**config.mk**
```make
export PLATFORM = sky130hd
export DESIGN_NAME = cpsb_shift_buffer
export DESIGN_NICKNAME = d
export VERILOG_FILES = /design/src/logic/cpsb_pkg.sv /design/src/logic/cpsb_shift_buffer.sv
export VERILOG_INCLUDE_DIRS = /design/src /design/src/logic
export SDC_FILE = /design/constraint.sdc
export NUM_CORES = 1
export LEC_CHECK = 0
export BUFFER_PORTS_ARGS = -buffer_cell sky130_fd_sc_hd__buf_2
export CORE_MARGIN = 8
export CORE_UTILIZATION = 65
export CTS_BUF_LIST = sky130_fd_sc_hd__clkbuf_4
export CTS_CLUSTER_DIAMETER = 100
export DETAILED_ROUTE_END_ITERATION = 8
export PLACE_DENSITY_LB_ADDON = 0.1
export RECOVER_POWER = 100
export SYNTH_ARGS = -nofsm -noshare
export SYNTH_HDL_FRONTEND = slang
export SYNTH_SLANG_ARGS = --single-unit
```
**constraint.sdc**
```tcl
create_clock -name mclk -period 39.8 [get_ports mclk]
set_input_delay 3.98 -clock mclk [delete_from_list [all_inputs] [get_ports mclk]]
set_output_delay 3.98 -clock mclk [all_outputs]
set_load 0.01 [all_outputs]
```
**src/logic/cpsb_params.svh**
```systemverilog
`ifndef CPSB_PARAMS_SVH
`define CPSB_PARAMS_SVH
`define CPSB_BUF_BITS 128
`define CPSB_IMG_BITS 32
`define CPSB_D_MSB 127
`define CPSB_D_LSB 96
`define CPSB_C_MSB 95
`define CPSB_C_LSB 64
`define CPSB_B_MSB 63
`define CPSB_B_LSB 32
`define CPSB_A_MSB 31
`define CPSB_A_LSB 0
`define CPSB_BUF_RESET 128'h0
`define CPSB_IMG_RESET 32'h0
`define CPSB_OUT_HIZ 32'h0
`define CPSB_CODE_HIZ 2'h0
`define CPSB_CODE_NEG 2'h1
`define CPSB_CODE_POS 2'h2
`define CPSB_CODE_GND 2'h3
`define CPSB_BLANK_CYCLES 4'h2
// pin idle levels: select strobes and ss_n high; sck, sdi and transfer strobe low
`define CPSB_PIN_IDLE 8'hf2
`endif

```
**src/logic/cpsb_pkg.sv**
```systemverilog
package cpsb_pkg;
  typedef enum logic [1:0] {
    cpsb_ch_hiz = 2'b00,
    cpsb_ch_neg = 2'b01,
    cpsb_ch_pos = 2'b10,
    cpsb_ch_gnd = 2'b11
  } cpsb_code_t;
  typedef enum logic [0:0] {
    cpsb_out_run = 1'b0,
    cpsb_out_blank = 1'b1
  } cpsb_out_state_t;
endpackage

```
**src/logic/cpsb_shift_buffer.sv**
```systemverilog
// How it works
// - slave only; 128 bits into shift buffer
// - active-low select gates clock and data
// - rising clock while selected shifts data in
// - falling clock drives far-end bit out
// - output feeds next device input for chaining
// - 8, 16 or 32-bit words all accepted
// - first bits: channel 15 of image d
// - channels descend to 0, 32 bits per image
// - images d, c, b, a follow in order
// - buffer msb ch15 d, lsb ch0 a
// - codes: 00 hiz, 01 neg, 10 pos, 11 gnd
// - transfer strobe copies slices into images
// - select strobe falling loads output, brief blank
// - reset clears buffer, images, outputs hiz
`timescale 1ns/1ps
`default_nettype none
`include "cpsb_params.svh"
module cpsb_shift_buffer
  import cpsb_pkg::*;
#(
  parameter int BUF_BITS = `CPSB_BUF_BITS
) (
  input wire logic mclk,
  input wire logic sys_rst,
  input wire logic sck,
  input wire logic ss_n,
  input wire logic sdi,
  output logic sdo,
  input wire logic buffer_transfer_strobe,
  input wire logic select_image_a_strobe,
  input wire logic select_image_b_strobe,
  input wire logic select_image_c_strobe,
  input wire logic select_image_d_strobe,
  output logic [31:0] high_voltage_output,
  output logic [15:0] output_driven,
  output logic word_valid,
  input wire logic word_ready
);

  ////////////////////////////////////////////////////////////////////////
  // pin synchronisers: three stages, change accepted when stages 2 and 3 agree
  // every pin, strobes included, is asynchronous to mclk
  // the agree test drops a glitch shorter than one mclk period
  localparam int NPIN = 8;
  logic [NPIN-1:0] pin_raw;
  logic [NPIN-1:0] s1_q;
  logic [NPIN-1:0] s2_q;
  logic [NPIN-1:0] s3_q;
  logic [NPIN-1:0] clean_q;
  logic [NPIN-1:0] clean_prev_q;
  // pin order: sck, ss_n, sdi, transfer strobe, select a to d
  assign pin_raw = {select_image_d_strobe, select_image_c_strobe, select_image_b_strobe,
                    select_image_a_strobe, buffer_transfer_strobe, sdi, ss_n, sck};

  // stage flops; idle levels chosen as reset values
  // so that no false edge follows reset
  always_ff @(posedge mclk or posedge sys_rst) begin
    if (sys_rst) begin
      s1_q <= `CPSB_PIN_IDLE;
      s2_q <= `CPSB_PIN_IDLE;
      s3_q <= `CPSB_PIN_IDLE;
    end else begin
      s1_q <= pin_raw;
      s2_q <= s1_q;
      s3_q <= s2_q;
    end
  end

  // filtered level and its previous value for edge finding
  always_ff @(posedge mclk or posedge sys_rst) begin
    if (sys_rst) begin
      clean_q <= `CPSB_PIN_IDLE;
      clean_prev_q <= `CPSB_PIN_IDLE;
    end else begin
      for (int i = 0; i < NPIN; i++) begin
        if (s2_q[i] == s3_q[i]) begin
          clean_q[i] <= s3_q[i];
        end
      end
      clean_prev_q <= clean_q;
    end
  end

  logic sck_rise;
  logic sck_fall;
  logic selected;
  logic sdi_lvl;
  logic xfer_rise;
  logic [3:0] sel_fall;
  // select is active low
  assign selected = ~clean_q[1];
  assign sdi_lvl = clean_q[2];
  // sdi rides the same pipeline as sck, so the two stay aligned
  // sck edges count only while selected
  // select gates clock
  assign sck_rise = selected & clean_q[0] & ~clean_prev_q[0];
  assign sck_fall = selected & ~clean_q[0] & clean_prev_q[0];
  // transfer strobe acts on its rising edge, select strobes on falling
  assign xfer_rise = clean_q[3] & ~clean_prev_q[3];
  assign sel_fall = ~clean_q[7:4] & clean_prev_q[7:4];

  ////////////////////////////////////////////////////////////////////////
  // 128-bit shift buffer, msb is first bit received (ch15 of image d)
  // no bit counter: a frame of any length simply shifts, and the
  // buffer keeps its contents until the next selected rising edge
  // msb first: the first bit received ends up in the top bit
  logic [BUF_BITS-1:0] buf_q;

  // word size irrelevant, order msb first
  always_ff @(posedge mclk or posedge sys_rst) begin
    if (sys_rst) begin
      buf_q <= `CPSB_BUF_RESET;
    end else if (sck_rise) begin
      buf_q <= {buf_q[BUF_BITS-2:0], sdi_lvl};
    end
  end

  // sdo shows the bit that the next rising edge pushes out, so a
  // chained device captures exactly that bit on the same edge
  // far end out on fall for the chain
  always_ff @(posedge mclk or posedge sys_rst) begin
    if (sys_rst) begin
      sdo <= 1'b0;
    end else if (sck_fall) begin
      sdo <= buf_q[BUF_BITS-1];
    end
  end

  ////////////////////////////////////////////////////////////////////////
  // two-entry buffer between the shift buffer and the image registers
  // a transfer strobe during a consumer stall would be lost without it
  logic [BUF_BITS-1:0] fifo_q [2];
  logic wr_ptr_q;
  logic rd_ptr_q;
  logic [1:0] count_q;
  logic push;
  logic pop;
  logic fifo_ready;
  logic fifo_valid;
  logic img_ready;
  assign fifo_ready = (count_q != 2'h2);
  assign fifo_valid = (count_q != 2'h0);
  // a transfer arriving while full is held until space frees
  logic xfer_pend_q;
  assign push = (xfer_rise | xfer_pend_q) & fifo_ready;
  assign pop = fifo_valid & img_ready;

  // pending transfer request
  // one request waits here while both entries are full
  always_ff @(posedge mclk or posedge sys_rst) begin
    if (sys_rst) begin
      xfer_pend_q <= 1'b0;
    end else begin
      xfer_pend_q <= (xfer_rise | xfer_pend_q) & ~fifo_ready;
    end
  end

  // storage and pointers
  // write side fills at its pointer, read side only moves its pointer
  always_ff @(posedge mclk or posedge sys_rst) begin
    if (sys_rst) begin
      fifo_q[0] <= `CPSB_BUF_RESET;
      fifo_q[1] <= `CPSB_BUF_RESET;
      wr_ptr_q <= 1'b0;
      rd_ptr_q <= 1'b0;
      count_q <= 2'h0;
    end else begin
      if (push) begin
        fifo_q[wr_ptr_q] <= buf_q;
        wr_ptr_q <= ~wr_ptr_q;
      end
      if (pop) begin
        rd_ptr_q <= ~rd_ptr_q;
      end
      if (push && !pop) begin
        count_q <= count_q + 2'h1;
      end else if (pop && !push) begin
        count_q <= count_q - 2'h1;
      end
    end
  end

  // status of the buffer, visible to the outside
  // registered copy, one mclk behind the internal flag
  always_ff @(posedge mclk or posedge sys_rst) begin
    if (sys_rst) begin
      word_valid <= 1'b0;
    end else begin
      word_valid <= fifo_valid;
    end
  end

  ////////////////////////////////////////////////////////////////////////
  // image registers d, c, b, a
  logic [31:0] img_d_q;
  logic [31:0] img_c_q;
  logic [31:0] img_b_q;
  logic [31:0] img_a_q;
  logic [BUF_BITS-1:0] head;
  // head of the buffer is the oldest word
  assign head = fifo_q[rd_ptr_q];
  // images may load only when the output is not mid-update and consumer agrees
  cpsb_out_state_t ostate_q;
  assign img_ready = word_ready & (ostate_q == cpsb_out_run);

  // images hold their value until the next word is taken
  // slice buffer into images
  always_ff @(posedge mclk or posedge sys_rst) begin
    if (sys_rst) begin
      img_d_q <= `CPSB_IMG_RESET;
      img_c_q <= `CPSB_IMG_RESET;
      img_b_q <= `CPSB_IMG_RESET;
      img_a_q <= `CPSB_IMG_RESET;
    end else if (pop) begin
      img_d_q <= head[`CPSB_D_MSB:`CPSB_D_LSB];
      img_c_q <= head[`CPSB_C_MSB:`CPSB_C_LSB];
      img_b_q <= head[`CPSB_B_MSB:`CPSB_B_LSB];
      img_a_q <= head[`CPSB_A_MSB:`CPSB_A_LSB];
    end
  end

  ////////////////////////////////////////////////////////////////////////
  // output control register with blanking on update
  // a select strobe is ignored while blanking; strobes must be spaced by
  // the blank time plus one mclk to take effect
  logic [31:0] pending_q;
  logic [3:0] blank_cnt_q;
  logic [31:0] sel_img;

  // strobe priority a, b, c, d when several fall together
  // sel_img matters only in the cycle a strobe fall is seen
  always_comb begin
    sel_img = img_a_q;
    if (sel_fall[0]) begin
      sel_img = img_a_q;
    end else if (sel_fall[1]) begin
      sel_img = img_b_q;
    end else if (sel_fall[2]) begin
      sel_img = img_c_q;
    end else if (sel_fall[3]) begin
      sel_img = img_d_q;
    end
  end

  // every channel goes hiz first so none switches rail to rail
  // blank then load selected image
  always_ff @(posedge mclk or posedge sys_rst) begin
    if (sys_rst) begin
      ostate_q <= cpsb_out_run;
      pending_q <= `CPSB_OUT_HIZ;
      blank_cnt_q <= 4'h0;
      high_voltage_output <= `CPSB_OUT_HIZ;
    end else begin
      case (ostate_q)
        cpsb_out_run: begin
          if (sel_fall != 4'h0) begin
            pending_q <= sel_img;
            blank_cnt_q <= `CPSB_BLANK_CYCLES;
            high_voltage_output <= `CPSB_OUT_HIZ;
            ostate_q <= cpsb_out_blank;
          end
        end
        cpsb_out_blank: begin
          // last blank cycle: release the new pattern
          if (blank_cnt_q == 4'h1) begin
            high_voltage_output <= pending_q;
            ostate_q <= cpsb_out_run;
          end
          blank_cnt_q <= blank_cnt_q - 4'h1;
        end
        default: begin
          ostate_q <= cpsb_out_run;
        end
      endcase
    end
  end

  // the flag drops during blanking so the update is visible outside
  // registered from the output register, so it trails by one mclk
  // per-channel drive flag, code 00 is hiz
  always_ff @(posedge mclk or posedge sys_rst) begin
    if (sys_rst) begin
      output_driven <= 16'h0;
    end else begin
      for (int ch = 0; ch < 16; ch++) begin
        if (ostate_q == cpsb_out_blank) begin
          output_driven[ch] <= 1'b0;
        end else begin
          output_driven[ch] <= (cpsb_code_t'(high_voltage_output[2*ch +: 2]) != cpsb_ch_hiz);
        end
      end
    end
  end

endmodule
`default_nettype wire

```
==> results of run 1 <==
-- layer usage --
layer  GRT usage [%]  up-vias  routed length, microns
li1                -     7210                       -
met5               0        -                       0
met2            35.9      334                   24800
met1            31.9     7991                   24900
met4            8.15        0                     865
met3            6.49       62                    2900
-- where the power goes --
| group | internal [W] | total (W) | switching [W] |
|---|---|---|---|
| logic | 0.000113 | 0.000294 | 0.000181 |
| registers | 0.000706 | 0.000756 | 0.0000501 |
| clock network | 0.000303 | 0.000558 | 0.000255 |
-- cells in the final DEF, fill, tap and decap left out, types with 6 or more instances in the layout --
master / netlist / layout
inv_2: 1 / 6
o21ai_0: 159 / 187
nand2_1: 162 / 163
o21ai_1: 34 / 6
buf_2: 45 / 10
a21oi_1: 33 / 33
dfstp_1: 0 / 10
mux2_2: 170 / 170
a21o_1: 64 / 64
mux2i_1: 128 / 128
a211o_1: 32 / 32
buf_4: 2 / 10
and3_1: 32 / 32
dfstp_2: 24 / 14
dfrtp_1: 618 / 616
clkbuf_1: 53 / 62
mux2_1: 16 / 211
clkbuf_4: 0 / 256
o21a_1: 32 / 33
and3b_1: 32 / 32
maj3_1: 8 / 8
clkinv_1: 0 / 22
nor2_1: 39 / 40
-- per-stage QoR --
step / utilization (%) / power [W] / instances / instance area [sq um]
final: 69.8 / 0.00161 / 2722 / 28600
after global routing: 69.8 / 0.00169 / 2722 / 28600
after CTS: 72.0 / 0.00166 / 2721 / 29500
after detailed placement: 66.9 / 0.00109 / 2434 / 27500
after global placement: 66.9 / 0.00108 / 2434 / 27500
after floorplan: - / 0.00101 / 1955 / 27100
-- flip-flops by register name, indices dropped and copies added, names as in the netlist, 6 cells and up --
register and cells:
buf_q 128, clean_prev_q 6, clean_q 8, fifo_q 256, high_voltage_output 32, img_a_q 32, img_b_q 32, img_c_q 32
img_d_q 32, output_driven 16, pending_q 32, s1_q 8, s2_q 8, s3_q 8
-- final cells by class --
| type | instances | area (sq um) |
|---|---|---|
| well taps | 532 | 666 |
| multi-input cells | 1173 | 9360 |
| flip-flops and latches | 642 | 16100 |
| repair buffers | 83 | 378 |
| inverters | 4 | 16.3 |
| clock buffers | 256 | 1920 |
| clock inverters | 31 | 173 |
| fillers | 3120 | 12400 |
| diodes | 1 | 2.50 |
-- cell families (layout without fill, tap and decap cells) --
kind of cell,count (synthesis),after routing
compound gates,357,357
other cells,0,1
flops,642,642
buf+inv,140,374
fa+ha+maj,11,11
mux,514,514
simple gates,285,285
xor+xnor,6,6
-- worst max path at each step --
stage                        from              to  slack [ns]  cells after the start
after floorplan           sys_rst  blank_cnt_q[0]       17.87                      1
after global routing      sys_rst      fifo_q[56]       19.18                      5
after global placement    sys_rst       buf_q[88]       32.30                      5
final                     sys_rst      fifo_q[57]       22.23                      5
after detailed placement  sys_rst     fifo_q[216]       32.24                      5
after CTS                 sys_rst     img_c_q[24]       33.31                      5
==> metrics.csv, run 1 <==
metric,value,unit
maxcap violations,18,
Leakage,15.1,nW
Placer Congestion,0.719,
Synth Area in Compound Gates,8.07,%
Worst Path Required,39.79,ns
Slew HR,-504,%
VDD IR max,0.0279,mV
power per cell area,56.2,nW/um^2
CTS H-tree depth,4,
clk slew on worst S/H paths,0.05,ns
Hold Path Class,flop to flop,
DR WL/cell,19.6,microns
crit path max fanout,177,
crit start category,input pin,
vias per cell,5.73,
CP most frequent cell,clkbuf_1,
Vias,15600,
syn_nets,1969,
Max Root-Sink Buffers,3,
CTS resizes,0,
clock sink count,642,
Max stage delay on crit path,6.54,ns
drt drc,0,
Fin. Hold Viols,0,
mux cell area share after synthesis,23.6,%
synth unique cells,44,
CORE AREA,41000,sq um
final setup margin,22.23,ns
run status,finished with violations,
fin crit period,17.57,ns
Tcrit/Tclk final,44.1,%
gr usage total,23.4,%
Initial DRC Count,1058,
Total Die Area,48400,sq um
Post-Route Setup TNS,0,ns
"reg-to-reg slack, setup",28.97,ns
post-CTS setup buffers,0,
cells on worst reg2reg path,6,
hold buffer count at CTS,0,
CTS tree,done,
RSZ-0062 raised after global routing,no,
crit path DAT,17.55,ns
largest family of logic cells by synthesized area,multiplexers,
DIE WIDTH,220,microns
Detail Placement HPWL,30100,microns
# rows,74,
io pins,61,
Critical R2R Launch,ostate_q,
Area Growth Syn to Fin,5.69,%
Yosys reg bits,642,
share of the synthesized area in the top cell type,57.1,%
DR pass1 iterations,5,
HP Start,s1_q[3],
Die Y,220,microns
slew of the pin with the lowest slew margin,9.07,ns
"Buf+Inv Stages, Crit Path",5,
initial core utilization,66.0,%
Final setup viols,0,
Yosys Warn Count,0,
worst hold margin,0.353,ns
"Async S/R FF share, synth",100,%
cell family with most CP delay,buffers and inverters,
Max Transition Viols Final,1290,
maximum number of pins on one net before global-route repair,178,
synthesized area per cell,13.8,sq um
Adder-Cell Fraction of Synth Area,0.434,%
"worst slack, placed",32.24,ns
routed wire length,53500,microns
Antenna Nets Post-Route,0,
first-pass GRT wire length,89200,microns
clk root buf,clkbuf_4,
worst r2r dst,img_c_q[23],
hold endpoint,s2_q[3],
Nets,2083,
synthesized instance count,1955,
Fmax,56.9,MHz
Synth top cells by count,"dfrtp_1, mux2_4, mux2_2",
number of synthesized flops with an enable pin,0,
failing checks,"max-capacitance violations, max-slew violations",
ys flop type,dfrtp_1,
xor and xnor fraction of the mapped netlist area,0.194,%
layout cell share with drive strength beyond 1,22.0,%
initial antenna violation count,2,
CTS buffer count,165,
synthesized cell area,27100,sq um
Hold Path Depth,0,
Synth area leader,dfrtp_1,
worst skew pair latency,0.96,ns
CP Cell Sequence,buf_2 > clkinvlp_2 > clkbuf_1 > buf_12 > clkbuf_1,
synth top area cells,"dfrtp_1, mux2_4, mux2_2",
Crit. End Element,async pin,
"Slowest-stage cell, CP",clkbuf_1,
Buffers on Ports,60,
total gr overflow,0,
Worst Skew,0.0475,ns
dominant cell by count in the synthesized netlist,dfrtp_1,
register area share after synthesis,59.5,%
Crit Path Category,input pin to async pin,
simple-gate portion of the synthesized area,5.13,%
vias in the first global route,16800,
Power figures use the tool's default switching activity.
==> run 2: changes to the inputs <==
--- a/config.mk
+++ b/config.mk
@@ -8,7 +8,7 @@
 export LEC_CHECK = 0
 export BUFFER_PORTS_ARGS = -buffer_cell sky130_fd_sc_hd__buf_2
 export CORE_MARGIN = 8
-export CORE_UTILIZATION = 65
+export CORE_UTILIZATION = 59
 export CTS_BUF_LIST = sky130_fd_sc_hd__clkbuf_4
 export CTS_CLUSTER_DIAMETER = 100
 export DETAILED_ROUTE_END_ITERATION = 8
==> constraint.sdc (replaced) <==
create_clock -name mclk -period 15.9 [get_ports mclk]
set_input_delay 1.59 -clock mclk [delete_from_list [all_inputs] [get_ports mclk]]
set_output_delay 1.59 -clock mclk [all_outputs]
set_load 0.01 [all_outputs]
==> run 2 against run 1 <==
Net effect:
- the run still ends with max-capacitance violations, max-slew violations left
- power grew to 2.5 times the previous value
- combinational power increased to 2.5 times the previous value
- routed wire length rose by 1.9%
- sequential share of layout area decreased by 0.39 points
- hold slack got worse by 0.0029 ns
- final cell count grew 2.8%
- sequential power grew to 2.5 times the previous value
- critical path depth unchanged
- via count barely moved
- first-iteration DRC count up 8.6%
- critical path type is now flop to flop
- critical endpoint is now img_d_q[20]
- largest power group unchanged
- highest routed layer unchanged
==> metrics.csv, run 2 (synthesized netlist as in run 1, its figures left out) <==
metric,value,unit,change
run status,finished with violations,,
failing checks,"max-capacitance violations, max-slew violations",,
grt peak-use layer,met2,,
Max stage delay on crit path,2.65,ns,-3.89 ns
worst skew pair latency,0.98,ns,+0.02 ns
crit path DAT,8.80,ns,-8.75 ns
fin crit period,8.13,ns,
clk slew on worst S/H paths,0.07,ns,+0.02 ns
"most common cell after layout, fill and taps aside",dfrtp_1,,
routed wire length,54500,microns,+1.9%
clk root buf,clkbuf_4,,
"Most flops, register",fifo_q,,
cells on worst reg2reg path,5,,-1
Critical R2R Launch,ostate_q,,
Buffers on Ports,60,,unchanged
Detail Placement HPWL,29500,microns,-1.9%
maximum number of pins on one net before global-route repair,189,,+6.2%
maxcap violations,15,,-3
Die Y,230,microns,+4.6%
Area Growth Syn to Fin,6.42,%,
"reg-to-reg slack, setup",7.77,ns,-21.20 ns
sequential cell area,16100,sq um,unchanged
Nets,2086,,+0.14%
Vias,15600,,+0.058%
Post-Route Setup TNS,0,ns,unchanged
clock sink count,642,,unchanged
gr usage total,21.5,%,-1.9 points
Hold Path Depth,0,,unchanged
first-pass GRT wire length,91500,microns,+2.6%
DR WL/cell,19.5,microns,-0.87%
Max Transition Viols Final,840,,-35%
io pins,61,,unchanged
CORE AREA,45400,sq um,+11%
Fin. Hold Viols,0,,unchanged
Fmax,123,MHz,
non-filler instance count after layout,2799,,+2.8%
Worst Skew,0.0414,ns,-0.00615 ns
CP most frequent cell,clkbuf_1,,
dpl cells,2502,,+2.8%
CTS buffer count,168,,+1.8%
post-CTS setup buffers,0,,unchanged
Antenna Nets Post-Route,0,,unchanged
Slew HR,-212,%,+290 points
met1 track demand over resource,30.1,%,-1.9 points
worst r2r dst,img_d_q[20],,
biggest regs,"fifo_q: 256 flops, buf_q: 128 flops",,
Final setup viols,0,,unchanged
crit start category,flop,,
drt drc,0,,unchanged
GRT met2 Usage,32.2,%,-3.7 points
power per cell area,141,nW/um^2,+150%
CP Cell Sequence,clkbuf_1 > inv_1 > nand3_1 > clkbuf_1 > o21ai_0,,
Crit Path Category,flop to flop,,
initial antenna violation count,2,,unchanged
Placer Congestion,0.757,,+5.3%
vias per cell,5.58,,-2.7%
"Slowest-stage cell, CP",clkbuf_1,,
most frequent cells in the layout,"dfrtp_1, clkbuf_4, mux2_1",,
worst setup path start,ostate_q,,
Initial DRC Count,1149,,+8.6%
layout cell share with drive strength beyond 1,22.4,%,+0.43 points
crit path max fanout,92,,-48%
total power,0.00407,W,+150%
DIE WIDTH,230,microns,+4.6%
Critical Path Sink,img_d_q[20],,
CTS H-tree depth,4,,unchanged
Worst Path Required,16.57,ns,-23.22 ns
Hold Path Class,flop to flop,,
WP depth,5,,unchanged
CTS resizes,0,,unchanged
Max Root-Sink Buffers,3,,unchanged
fillers,3706,,+19%
cell family with most CP delay,buffers and inverters,,
total gr overflow,0,,unchanged
vias in the first global route,16900,,+0.30%
"Buf+Inv Stages, Crit Path",3,,-2
met3 Usage GRT,5.60,%,-0.88 points
Total Die Area,53000,sq um,+9.4%
RSZ-0062 raised after global routing,no,,
Crit. End Element,flop,,
CTS tree,done,,
slew of the pin with the lowest slew margin,4.67,ns,-4.39 ns
# rows,78,,+5.4%
Leakage,15.2,nW,+0.41%
Tcrit/Tclk final,51.1,%,
hold buffer count at CTS,0,,unchanged
max reg flops,256,,unchanged
area of the multi-input gates,9340,sq um,-0.21%
HP Start,s1_q[4],,
initial core utilization,59.7,%,-6.3 points
DR pass1 iterations,5,,unchanged
VDD IR max,0.104,mV,+270%
==> run 2: per-layer routing <==
metal / share of wire [%] / routed length [microns] / vias up
met3: 5.1 / 2770 / 80
li1: - / - / 7231
met1: 47 / 25700 / 7953
met2: 46 / 25000 / 342
met5: 0 / 0 / -
met4: 1.9 / 1060 / 0
==> run 2: final cells by class <==
type	count	area share, %
clock buffers	266	6.93
inverters	4	0.0565
diodes	7	0.0608
clock inverters	24	0.599
repair buffers	83	1.46
well taps	600	2.61
flip-flops and latches	642	55.9
multi-input cells	1173	32.4
==> run 2: worst reg2reg max path, cell delays in order (launching register included) <==
cell and delay (ns):
dfrtp_2 0.34, clkbuf_1 1.84, inv_1 0.40, nand3_1 2.03, clkbuf_1 2.66, o21ai_0 0.55
==> run 2: worst min path at each step <==
stage	to	slack, ns
after floorplan	s2_q[0]	0.33
after global placement	s2_q[2]	0.33
after detailed placement	s2_q[3]	0.34
after CTS	s2_q[6]	0.35
after global routing	s2_q[0]	0.36
final	s2_q[4]	0.35
==> run 2: through the flow <==
stage / util (%) / hold WS (ns) / setup slack, ns / instance area, sq um
final: 63.5 / 0.350 / 7.77 / 28800
after CTS: 65.5 / 0.346 / 12.60 / 29700
after global placement: 60.7 / 0.332 / 11.71 / 27600
after detailed placement: 60.7 / 0.339 / 11.65 / 27600
after global routing: 63.5 / 0.358 / 6.88 / 28800
after floorplan: - / 0.331 / 5.56 / 27100
==> run 2: report_power, final <==
part	internal, W	switching, W
Sequential	0.00177	0.000121
Clock	0.000799	0.000643
Combinational	0.000280	0.000460
